--- src/inc/flag_regs_pkg.sv ---
package flag_regs_pkg;
    localparam logic [5:0] OFS_FLAG_CLEAR = 6'h1c;
    localparam logic [5:0] OFS_CHECK_VALUE = 6'h20;
    localparam logic [5:0] OFS_RX_BYTE = 6'h24;
    localparam logic [5:0] OFS_TX_BYTE = 6'h28;
    localparam logic [5:0] OFS_STATUS = 6'h2c;
    localparam logic [5:0] OFS_IRQ_MASK = 6'h30;
    localparam logic [5:0] OFS_CONTROL = 6'h34;
    localparam int BIT_ADDR_MATCH = 3;
    localparam int BIT_NO_ACK = 4;
    localparam int BIT_STOP_SEEN = 5;
    localparam int BIT_BUS_ERROR = 8;
    localparam int BIT_ARB_LOSS = 9;
    localparam int BIT_OVER_UNDER = 10;
    localparam int BIT_CHECK_ERROR = 11;
    localparam int BIT_TIMEOUT = 12;
    localparam int BIT_ALERT = 13;
    localparam int BIT_TX_EMPTY = 0;
    localparam int BIT_PERIPH_EN = 0;
    localparam int BIT_CHECK_EN = 1;
    localparam int BIT_START = 2;
    localparam logic [13:0] FLAG_MASK_I2C = 14'h0738;
    localparam logic [13:0] FLAG_MASK_SMB = 14'h3800;
    localparam logic [31:0] RESET_WORD = 32'h0000_0000;

    typedef struct packed {
        logic [7:0] rx_byte;
        logic rx_valid;
        logic [7:0] check_value;
        logic check_valid;
        logic [13:0] flag_set;
        logic tx_empty_flag;
        logic tx_taken;
    } core_in_s;

    typedef struct packed {
        logic [7:0] tx_byte;
        logic tx_loaded;
        logic start;
        logic peripheral_enable;
        logic check_calc_enable;
    } core_out_s;
endpackage

--- src/hdl/flag_regs.sv ---
`timescale 1ns/1ns
// Function
// Bit 3 clears address match and start
// Bit 4 clears no-ack flag
// Bit 5 clears stop seen flag
// Bit 8 clears bus error flag
// Bit 9 clears arbitration loss flag
// Bit 10 clears overrun/underrun flag
// Bit 11 clears check error flag
// Bit 12 clears timeout flag
// Bit 13 clears alert flag
// Without SMBus, bits 11-13 held zero
// Computed check byte readable when enabled
// Check byte zeroed while peripheral disabled
// Received byte shown in receive register
// Transmit byte writable only when empty
// Flags cleared while peripheral disabled
// Zero bits and unused bits ignored
// Reserved bits read as zero
module flag_regs #(
    parameter bit SMBUS_SUPPORT = 1'b1
) (
    input wire logic clock_i,
    input wire logic rst_i,
    input wire logic [5:0] avs_address_i,
    input wire logic avs_read_i,
    input wire logic avs_write_i,
    input wire logic [31:0] avs_writedata_i,
    input wire logic [3:0] avs_byteenable_i,
    output logic [31:0] avs_readdata_o,
    output logic avs_waitrequest_o,
    input wire flag_regs_pkg::core_in_s core_i,
    output flag_regs_pkg::core_out_s core_o,
    output logic irq_o
);
    // Access handshake
    logic ack_r;
    logic ack_nxt;
    logic wait_r;
    logic wait_nxt;
    // Status flags, set by the core and cleared by software or disable
    logic [13:0] flags_r;
    logic [13:0] flags_nxt;
    // Interrupt mask, same layout as the status flags
    logic [13:0] mask_r;
    logic [13:0] mask_nxt;
    // Control bits
    logic en_r;
    logic en_nxt;
    logic check_en_r;
    logic check_en_nxt;
    logic start_r;
    logic start_nxt;
    // Packet check byte, held while the check logic is on
    logic [7:0] check_r;
    logic [7:0] check_nxt;
    // Last byte received from the bus
    logic [7:0] rx_r;
    logic [7:0] rx_nxt;
    // Byte waiting to go out, and whether the core still has to take it
    logic [7:0] tx_r;
    logic [7:0] tx_nxt;
    logic loaded_r;
    logic loaded_nxt;
    // Registered read data and interrupt level
    logic [31:0] rdata_r;
    logic [31:0] rdata_nxt;
    logic irq_r;
    logic irq_nxt;
    // Clear requests, one per status flag
    logic [13:0] clr_req;
    logic addr_match_clear;
    logic no_ack_clear;
    logic stop_seen_clear;
    logic bus_error_clear;
    logic arb_loss_clear;
    logic over_under_clear;
    logic check_error_clear;
    logic timeout_clear;
    logic alert_clear;
    // Decode shared by all groups
    logic [13:0] impl_mask;
    logic [31:0] lanes;
    logic [13:0] clr;
    logic wr;
    logic rd;
    logic take;

    // Expands byte enables into a bit mask over the data word
    function automatic logic [31:0] lane_mask(input logic [3:0] be);
        lane_mask = {{8{be[3]}}, {8{be[2]}}, {8{be[1]}}, {8{be[0]}}};
    endfunction

    // Word decode; the two low address bits select nothing
    function automatic logic hit(input logic [5:0] a, input logic [5:0] ofs);
        hit = (a[5:2] == ofs[5:2]);
    endfunction

    // Replaces the byte lanes picked by m and keeps the others
    function automatic logic [13:0] merge14(input logic [13:0] old,
        input logic [31:0] d, input logic [31:0] m);
        merge14 = (old & ~m[13:0]) | (d[13:0] & m[13:0]);
    endfunction

    // Implemented flags; without SMBus the last three stay zero
    always_comb begin
        impl_mask = flag_regs_pkg::FLAG_MASK_I2C;
        if (SMBUS_SUPPORT) begin
            impl_mask = flag_regs_pkg::FLAG_MASK_I2C | flag_regs_pkg::FLAG_MASK_SMB;
        end
        // Byte lanes gate every write, clear register included
        lanes = lane_mask(avs_byteenable_i);
        // An access is taken once: ack_r blocks the held request on its second edge
        take = (avs_read_i || avs_write_i) && !ack_r;
        wr = avs_write_i && !ack_r;
        rd = avs_read_i && !ack_r;
    end

    // One wait cycle: the answer stands in the cycle after the request is taken
    // Waitrequest has a flop of its own so the pin sees no gate after the register
    // Read and write are never high together, so one flag covers both
    always_comb begin
        ack_nxt = take;
        wait_nxt = !take;
    end

    always_ff @(posedge clock_i or posedge rst_i) begin
        if (rst_i) begin
            ack_r <= 1'b0;
            // Held high in reset so no access is answered early
            wait_r <= 1'b1;
        end else begin
            ack_r <= ack_nxt;
            wait_r <= wait_nxt;
        end
    end

    always_comb begin
        clr_req = 14'h0000;
        if (wr && hit(avs_address_i, flag_regs_pkg::OFS_FLAG_CLEAR)) begin
            // Only ones clear; zeros and unused positions do nothing
            clr_req = avs_writedata_i[13:0] & lanes[13:0] & impl_mask;
        end
        addr_match_clear = clr_req[flag_regs_pkg::BIT_ADDR_MATCH];
        no_ack_clear = clr_req[flag_regs_pkg::BIT_NO_ACK];
        stop_seen_clear = clr_req[flag_regs_pkg::BIT_STOP_SEEN];
        bus_error_clear = clr_req[flag_regs_pkg::BIT_BUS_ERROR];
        arb_loss_clear = clr_req[flag_regs_pkg::BIT_ARB_LOSS];
        over_under_clear = clr_req[flag_regs_pkg::BIT_OVER_UNDER];
        check_error_clear = clr_req[flag_regs_pkg::BIT_CHECK_ERROR];
        timeout_clear = clr_req[flag_regs_pkg::BIT_TIMEOUT];
        alert_clear = clr_req[flag_regs_pkg::BIT_ALERT];
    end

    always_comb begin
        clr = 14'h0000;
        clr[flag_regs_pkg::BIT_ADDR_MATCH] = addr_match_clear;
        clr[flag_regs_pkg::BIT_NO_ACK] = no_ack_clear;
        clr[flag_regs_pkg::BIT_STOP_SEEN] = stop_seen_clear;
        clr[flag_regs_pkg::BIT_BUS_ERROR] = bus_error_clear;
        clr[flag_regs_pkg::BIT_ARB_LOSS] = arb_loss_clear;
        clr[flag_regs_pkg::BIT_OVER_UNDER] = over_under_clear;
        clr[flag_regs_pkg::BIT_CHECK_ERROR] = check_error_clear;
        clr[flag_regs_pkg::BIT_TIMEOUT] = timeout_clear;
        clr[flag_regs_pkg::BIT_ALERT] = alert_clear;
        // Hardware set wins over a same-cycle clear, so no event is lost
        flags_nxt = (flags_r & ~clr) | core_i.flag_set;
        flags_nxt = flags_nxt & impl_mask;
        // Disable wins last: flags are dropped even if the core sets one
        if (!en_r) begin
            flags_nxt = 14'h0000;
        end
    end

    always_ff @(posedge clock_i or posedge rst_i) begin
        if (rst_i) begin
            flags_r <= 14'h0000;
        end else begin
            flags_r <= flags_nxt;
        end
    end

    // Software may write either low byte lane on its own
    always_comb begin
        mask_nxt = mask_r;
        if (wr && hit(avs_address_i, flag_regs_pkg::OFS_IRQ_MASK)) begin
            mask_nxt = merge14(mask_r, avs_writedata_i, lanes);
        end
        // Bits that do not exist stay zero, so they can never raise the line
        mask_nxt = mask_nxt & impl_mask;
    end

    always_ff @(posedge clock_i or posedge rst_i) begin
        if (rst_i) begin
            mask_r <= 14'h0000;
        end else begin
            mask_r <= mask_nxt;
        end
    end

    // Control fields live in the low byte lane only
    always_comb begin
        en_nxt = en_r;
        check_en_nxt = check_en_r;
        start_nxt = start_r;
        if (wr && hit(avs_address_i, flag_regs_pkg::OFS_CONTROL) && avs_byteenable_i[0]) begin
            en_nxt = avs_writedata_i[flag_regs_pkg::BIT_PERIPH_EN];
            check_en_nxt = avs_writedata_i[flag_regs_pkg::BIT_CHECK_EN];
            start_nxt = avs_writedata_i[flag_regs_pkg::BIT_START];
        end
        // Match clear also drops the start request, and wins over a control write
        if (addr_match_clear) begin
            start_nxt = 1'b0;
        end
    end

    always_ff @(posedge clock_i or posedge rst_i) begin
        if (rst_i) begin
            en_r <= 1'b0;
            check_en_r <= 1'b0;
            start_r <= 1'b0;
        end else begin
            en_r <= en_nxt;
            check_en_r <= check_en_nxt;
            start_r <= start_nxt;
        end
    end

    // The byte is loaded only while the check logic is on
    always_comb begin
        check_nxt = check_r;
        if (core_i.check_valid && check_en_r) begin
            check_nxt = core_i.check_value;
        end
        // Disable wins over a byte from the core in the same cycle
        if (!en_r) begin
            check_nxt = 8'h00;
        end
    end

    always_ff @(posedge clock_i or posedge rst_i) begin
        if (rst_i) begin
            check_r <= 8'h00;
        end else begin
            check_r <= check_nxt;
        end
    end

    // No receive buffer: a new byte overwrites one that was never read
    always_comb begin
        rx_nxt = rx_r;
        if (core_i.rx_valid) begin
            rx_nxt = core_i.rx_byte;
        end
    end

    always_ff @(posedge clock_i or posedge rst_i) begin
        if (rst_i) begin
            rx_r <= 8'h00;
        end else begin
            rx_r <= rx_nxt;
        end
    end

    // A refused write is still answered, so software checks the empty flag first
    always_comb begin
        tx_nxt = tx_r;
        loaded_nxt = loaded_r && !core_i.tx_taken;
        if (wr && hit(avs_address_i, flag_regs_pkg::OFS_TX_BYTE) && avs_byteenable_i[0]
            && core_i.tx_empty_flag) begin
            tx_nxt = avs_writedata_i[7:0];
            loaded_nxt = 1'b1;
        end
    end

    always_ff @(posedge clock_i or posedge rst_i) begin
        if (rst_i) begin
            tx_r <= 8'h00;
            loaded_r <= 1'b0;
        end else begin
            tx_r <= tx_nxt;
            loaded_r <= loaded_nxt;
        end
    end

    // Read data is loaded on the taking edge and then holds until the next read
    // Unmapped words read as zero and ignore writes
    always_comb begin
        rdata_nxt = rdata_r;
        if (rd) begin
            rdata_nxt = flag_regs_pkg::RESET_WORD;
            if (hit(avs_address_i, flag_regs_pkg::OFS_CHECK_VALUE)) begin
                rdata_nxt[7:0] = check_en_r ? check_r : 8'h00;
            end else if (hit(avs_address_i, flag_regs_pkg::OFS_RX_BYTE)) begin
                rdata_nxt[7:0] = rx_r;
            end else if (hit(avs_address_i, flag_regs_pkg::OFS_TX_BYTE)) begin
                rdata_nxt[7:0] = tx_r;
            end else if (hit(avs_address_i, flag_regs_pkg::OFS_STATUS)) begin
                rdata_nxt[13:0] = flags_r;
                // Bit 0 shows the live empty flag, not a stored copy
                rdata_nxt[flag_regs_pkg::BIT_TX_EMPTY] = core_i.tx_empty_flag;
            end else if (hit(avs_address_i, flag_regs_pkg::OFS_IRQ_MASK)) begin
                rdata_nxt[13:0] = mask_r;
            end else if (hit(avs_address_i, flag_regs_pkg::OFS_CONTROL)) begin
                rdata_nxt[flag_regs_pkg::BIT_PERIPH_EN] = en_r;
                rdata_nxt[flag_regs_pkg::BIT_CHECK_EN] = check_en_r;
                rdata_nxt[flag_regs_pkg::BIT_START] = start_r;
            end
        end
    end

    always_ff @(posedge clock_i or posedge rst_i) begin
        if (rst_i) begin
            rdata_r <= 32'h0000_0000;
        end else begin
            rdata_r <= rdata_nxt;
        end
    end

    // Level interrupt from the next values, so it follows the flags without lag
    // Masked flags stay visible in status but keep the line low
    always_comb begin
        irq_nxt = |(flags_nxt & mask_nxt);
    end

    always_ff @(posedge clock_i or posedge rst_i) begin
        if (rst_i) begin
            irq_r <= 1'b0;
        end else begin
            irq_r <= irq_nxt;
        end
    end

    // Every output is taken straight from a flop
    assign avs_waitrequest_o = wait_r;
    assign avs_readdata_o = rdata_r;
    assign irq_o = irq_r;
    assign core_o.tx_byte = tx_r;
    assign core_o.tx_loaded = loaded_r;
    assign core_o.start = start_r;
    assign core_o.peripheral_enable = en_r;
    assign core_o.check_calc_enable = check_en_r;
endmodule

--- config.mk ---
export PLATFORM = sky130hd
export DESIGN_NAME = flag_regs
export DESIGN_NICKNAME = d
export VERILOG_FILES = /design/src/inc/flag_regs_pkg.sv /design/src/hdl/flag_regs.sv
export SDC_FILE = /design/constraint.sdc
export NUM_CORES = 1
export LEC_CHECK = 0
export ABC_AREA = 1
export BUFFER_PORTS_ARGS = -buffer_cell sky130_fd_sc_hd__buf_2
export CAP_MARGIN = 30
export CORE_MARGIN = 2
export CORE_UTILIZATION = 49
export DETAILED_ROUTE_END_ITERATION = 16
export PLACE_DENSITY_LB_ADDON = 0.08
export SLEW_MARGIN = 20
export SYNTH_ARGS = -nofsm -noshare
export SYNTH_HDL_FRONTEND = slang
export SYNTH_SLANG_ARGS = --single-unit
--- constraint.sdc ---
create_clock -name clock_i -period 2.6 [get_ports clock_i]
set_input_delay 0.52 -clock clock_i [delete_from_list [all_inputs] [get_ports clock_i]]
set_output_delay 0.52 -clock clock_i [all_outputs]
set_load 0.005 [all_outputs]
==> metrics.txt, run 1 <==
status=finished, final reports clean; Critical Path RT=2.82 ns; most frequent cell after synthesis=nand2_1; r2r startpoint=ack_r; EDFF count, synth=0; flops & latches, synth=63; final wirelength=7568 um; Post-CTS Setup Inserts=0; row count=29; Final setup viols=0; Main synth FF type=dfrtp_1; R2R cell count=10; period utilisation layout=60.55%; Worst setup SP type=flop; Pins Over Slew Limit=0; GRT Resource Usage Total=22.05%; Iteration-0 DRC Markers=110; Post-synth top cells=nand2_1, dfrtp_1, inv_1; R2R Setup Slk=1.03 ns; boundary pin count=126; Num CTS Buffers=9; synth top area cells=dfrtp_1, nand2_1, o21ai_0; Die Height=85.29 um; RSZ-0062 raised after global routing=false; area of the multi-input gates=1299 um^2; worst rel slew slack=55.62%; initial core utilization=50.71%; buffers added on ports=80; Post-Place Worst Slack=0.8241 ns; total power=2.500 mW; Worst Skew=0.01098 ns; Post-CTS Resized=0; Reg area=1578 um^2; Synth top area share=47.91%; Final Worst Setup Slack=1.026 ns; post-route cell area=3846 um^2; Chip Width=85.29 um; Syn Area/Cell=8.095 um^2; PD cells=650.0 nW/um^2; layout cell share with drive strength beyond 1=25.46%; mapped cell area=3238 um^2; Hold Path Class=primary input to asynchronous set/reset pin; Layout Area Growth over Synthesis=18.78%; Tmin final=1.574 ns; Final nets=562; DRT Pass-1 Iters=4; clk sink count=63; CP Class=flop to flop; DR WL/cell=13.42 um; crit path capture type=flop; clock latency on the worst-skew pair=0.34 ns; DRC=0; H-Tree Depth=3; fin util=60.23%; maximum clock path buffer count=2; clock root buffer master=clkbuf_8; endpoints failing hold=0; final antenna-violating net count=0; largest net degree at the start of global routing=34; dpl hpwl=5564 um; peak supply drop=417.6 uV; crit path DAT=1.80 ns; sequential share of the synthesized area=48.72%; core area=6386 um^2; initial antenna violation count=0; via-per-instance ratio=4.910; DR vias=2,769; TritonCTS clock tree=done; number of max-cap violations=0; Worst-Margin Slew=0.6648 ns; Fill cells=643; area leader, netlist=dfrtp_1; first-pass GRT wire length=12,460 um; library cells used by synthesis=32; die area=7274 um^2; CP Max Fanout=6; global route overflow=0; clock transition at the registers of the reported paths=0.07 ns; max frequency=635.2 MHz; TNS Setup=0 ns; final RePlAce weighted congestion=0.8385; cts hold-fix bufs=0; # diodes=0; ys async rst share=100.0%; Ys Warns=0; Worst R2R End=irq_o; Placed Area=3637 um^2; synthesized instance count=400; Pleak=2.093 nW; vias in the first global route=2,617
==> per-layer routing <==
metal	global-route usage [%]	vias up	part of all wire, %
met2	33.74	90	46
li1	-	1401	-
met4	7.359	0	1.4
met1	31.90	1270	47
met5	0	-	0
met3	3.891	8	6.1
==> per-stage QoR <==
stage	cells	hold slack, ns
final	564	0.2778
after global placement	548	0.4646
after global routing	564	0.3283
after CTS	564	0.3025
after floorplan	417	0.4625
after detailed placement	548	0.4673
==> power breakdown <==
group | internal, mW | leakage [nW] | switching (mW)
sequential | 1.10 | 0.802 | 0.0658
clock | 0.519 | 0.109 | 0.380
combinational | 0.174 | 1.18 | 0.261
==> state kept, by name, indices dropped and copies added (netlist names), 8 cells and up <==
name,count
flags_r,9
mask_r,9
tx_r,8
avs_readdata_o,14
check_r,8
rx_r,8
==> worst max-delay path by stage <==
stage,to,depth (start not counted),from
after floorplan,ack_r,1,rst_i
after global placement,irq_o,10,avs_address_i[3]
after detailed placement,irq_o,10,avs_address_i[3]
after CTS,irq_o,10,ack_r
after global routing,irq_o,10,ack_r
final,irq_o,10,ack_r
==> placed cells by master, fill, tap and decap left out <==
cell type | Yosys | layout
conb_1 | 1 | 18
nor2_2 | 2 | 2
nand3_1 | 28 | 28
buf_2 | 1 | 80
nor3_1 | 2 | 2
buf_4 | 23 | 4
bufinv_16 | 0 | 1
o22ai_1 | 2 | 2
nand3_2 | 1 | 1
clkbuf_1 | 6 | 1
a21oi_1 | 17 | 17
nand2_1 | 98 | 98
inv_1 | 53 | 52
nand2_2 | 2 | 2
a31oi_1 | 2 | 2
dfstp_2 | 1 | 1
nand3b_1 | 3 | 3
nor3_4 | 1 | 1
nor2_4 | 2 | 2
clkinv_1 | 2 | 2
o21ai_1 | 2 | 2
o2111ai_1 | 1 | 1
clkinv_2 | 0 | 2
o21bai_1 | 2 | 2
nand3_4 | 2 | 2
mux2_2 | 7 | 7
o21ai_2 | 2 | 2
o21ai_0 | 44 | 44
inv_2 | 2 | 3
nand4_1 | 2 | 2
dfrtp_1 | 62 | 62
buf_12 | 0 | 1
clkbuf_8 | 0 | 12
nor2_1 | 25 | 25
mux2_4 | 1 | 1
==> cell families after synthesis <==
kind of cell	count (synthesis)	share of synthesized area [%]
muxes	8	2.898
and+or+nand+nor	168	23.34
AOI/OAI and AO/OA	72	11.78
DFF	63	48.73
other	1	0.1158
buffers and inverters	88	13.14
==> cell type report <==
| type | instances | area share, % |
|---|---|---|
| clock buffer | 13 | 4.392 |
| clock inverter | 3 | 1.041 |
| inverter | 57 | 5.563 |
| multi-input combinational | 266 | 33.77 |
| sequential | 63 | 41.02 |
| tap | 77 | 2.505 |
| timing repair buffer | 85 | 11.71 |
==> worst max-delay path, stage by stage, from the launching register on <==
cell and delay [ns]:
dfrtp_1 0.38, inv_1 0.07, nand2_1 0.10, nor2_2 0.29, nand2_2 0.13, nand2_1 0.07, nand2_1 0.07, nand3_1 0.09
nand2_1 0.06, nor2_1 0.11, nand3_1 0.09
(Power assumes the default switching activity.)
==> inputs of run 2 (changes only) <==
Settings changed: ABC_AREA 1 to 0.
Clock period 2.6 ns to 1.6 ns, I/O delays scaled along.
==> run 2 against run 1 <==
Effect of this change: the flow now finishes with violations (setup timing); sequential power is 69% higher; hold slack worse by 0.23 ns; global-route usage rose by 1.4 points; final cell count down 7.4%; die area shrank 1.7%; largest cell class unchanged; highest routed layer unchanged.
==> metrics.txt, run 2 <==
status=complete, but fails checks; failing checks=setup timing; met2 wire length=3767 um; Critical Path RT=1.82 ns; Worst R2R End=irq_o; CP bufs+invs=1; Syn Area/Cell=10.03 um^2; Placed Area=3877 um^2; sequential share of the synthesized area=49.63%; initial antenna violation count=0; Metal-1 WL=3917 um; buffers added on ports=80; DR vias=2,792; clock transition at the registers of the reported paths=0.07 ns; RSZ-0062 raised after global routing=true; Worst Skew=0.01058 ns; Num CTS Buffers=9; synth top area cells=dfrtp_1, mux2_2, buf_4; final RePlAce weighted congestion=0.9345; Die Height=84.55 um; core area=6314 um^2; Layout Area Growth over Synthesis=33.22%; R2R cell count=6; crit path DAT=2.06 ns; Final nets=520; TNS Setup=-0.2892 ns; # diodes=0; R2R Setup Slk=-0.25 ns; TritonCTS clock tree=done; Post-synth top cells=dfrtp_1, nand2_1, o21ai_0; library cells used by synthesis=47; clock latency on the worst-skew pair=0.34 ns; endpoints failing hold=0; boundary pin count=126; number of max-cap violations=0; first-pass GRT wire length=13,110 um; final wirelength=8206 um; DR WL/cell=15.72 um; CP Class=flop to flop; most frequent cell after synthesis=dfrtp_1; CP cell instances=buf_6 > and3b_2 > nand2_4 > mux2_4 > a2111o_1 > nand4bb_1; CP Max Fanout=4; initial core utilization=50.36%; Pleak=2.126 nW; Final Worst Setup Slack=-0.2452 ns; metal3 WL=409 um; global route overflow=0; via-per-instance ratio=5.349; max frequency=542.0 MHz; clk sink count=63; Worst path max stage delay=0.41 ns; cts hold-fix bufs=0; DRT Pass-1 Iters=4; post-route cell area=4235 um^2; peak supply drop=843.1 uV; Worst setup SP type=flop; Final setup viols=6; maximum clock path buffer count=2; row count=29; max layer used=met4; number of flip-flops under the largest register name=14; r2r startpoint=ack_r; PD cells=1030 nW/um^2; largest net degree at the start of global routing=64; flops & latches, synth=63; period utilisation layout=115.3%; vias in the first global route=2,707; GRT Resource Usage Total=23.49%; Tmin final=1.845 ns; mapped cell area=3179 um^2; EDFF count, synth=0; layout cell share with drive strength beyond 1=42.25%; Hold Path Class=primary input to asynchronous set/reset pin; area leader, netlist=dfrtp_1; clock root buffer master=clkbuf_8; H-Tree Depth=3; Chip Width=84.55 um; dpl hpwl=6102 um; Main synth FF type=dfrtp_1; ys async rst share=100.0%; Top delay family on crit path=simple AND/OR/NAND/NOR gates; most frequent cells in the layout=buf_2, dfrtp_1, buf_4, nand2_1, o21ai_0; Synth top area share=48.80%; DRC=0; Worst path slowest cell=a2111o_1; final antenna-violating net count=0; crit path capture type=flop; Iteration-0 DRC Markers=146; synthesized instance count=317; commonest non-fill, non-tap cell in the layout=buf_2; Ys Warns=0; die area=7149 um^2; Pins Over Slew Limit=0
[run 2: changes by cell type after synthesis, sizes merged, moves of 4 or more]
cell    delta
nand2     -61
inv       -42
o21ai     -21
nand3     -18
nor2      -16
mux2      +12
a22o      +11
a22oi      +9
nand2b     +7
a21oi      -4
buf        +4
clkbuf     +4
nor2b      +4
[run 2: how the worst max path moves through the flow]
stage | from | end | cells after the start
2_1_floorplan | avs_address_i[5] | irq_o | 6
3_3_place_gp | avs_address_i[3] | irq_o | 9
3_5_place_dp | avs_address_i[3] | irq_o | 7
4_1_cts | ack_r | irq_o | 6
5_1_grt | ack_r | irq_o | 6
6_report | ack_r | irq_o | 6
[run 2: per-stage QoR]
| step | utilization, % | std cells | hold slack (ns) | worst slack, ns | power (mW) |
|---|---|---|---|---|---|
| after floorplan | - | 334 | 0.4164 | -0.2029 | 2.484 |
| after global placement | 61.42 | 500 | 0.4324 | -0.3942 | 2.819 |
| after detailed placement | 61.42 | 500 | 0.4362 | -0.4299 | 2.836 |
| after CTS | 65.68 | 521 | 0.06562 | -0.2320 | 4.334 |
| after global routing | 67.08 | 522 | 0.08994 | -0.3446 | 4.578 |
| final | 67.08 | 522 | 0.05029 | -0.2452 | 4.362 |
[run 2: logic make-up after synthesis]
family / count (synthesis) / share of synthesized area (%)
AO/OA/AOI/OAI: 85 / 17.87
buffers and inverters: 52 / 9.209
flip-flops: 63 / 49.63
multiplexers: 20 / 7.202
other: 1 / 0.1180
AND/OR/NAND/NOR: 96 / 15.98
[run 2: timing repair]
item,in CTS,in global routing
endpoints found under the hold margin,0,0
buffers inserted,5,3
gates resized for setup,7,20
cloned,0,0
setup endpoints to repair,10,20
pin swaps,4,5
[run 2: per-layer routing]
layer,vias to the layer above,track usage [%]
met5,-,0
met4,0,7.359
met3,11,5.408
met2,95,34.86
met1,1343,34.40
li1,1343,-
[run 2: cell type report]
cell class	count	area [um^2]
Sequential cell	63	1578
Timing Repair Buffer	134	833.3
Clock buffer	12	135.1
Multi-Input combinational cell	219	1470
Clock inverter	4	70.07
Fill cell	522	2078
Tap cell	77	96.34
Inverter	13	52.55
[run 2: worst register-to-register path: cells and delay by family, from the launching register on]
family,cells,cell delay [ns]
compound gates,1,0.41
buf+inv,1,0.13
flops,1,0.40
mux,1,0.30
simple gates,3,0.50
[run 2: where the power goes]
part / internal, mW / switching (mW)
logic: 0.461 / 0.450
registers: 1.83 / 0.157
clock network: 0.874 / 0.593
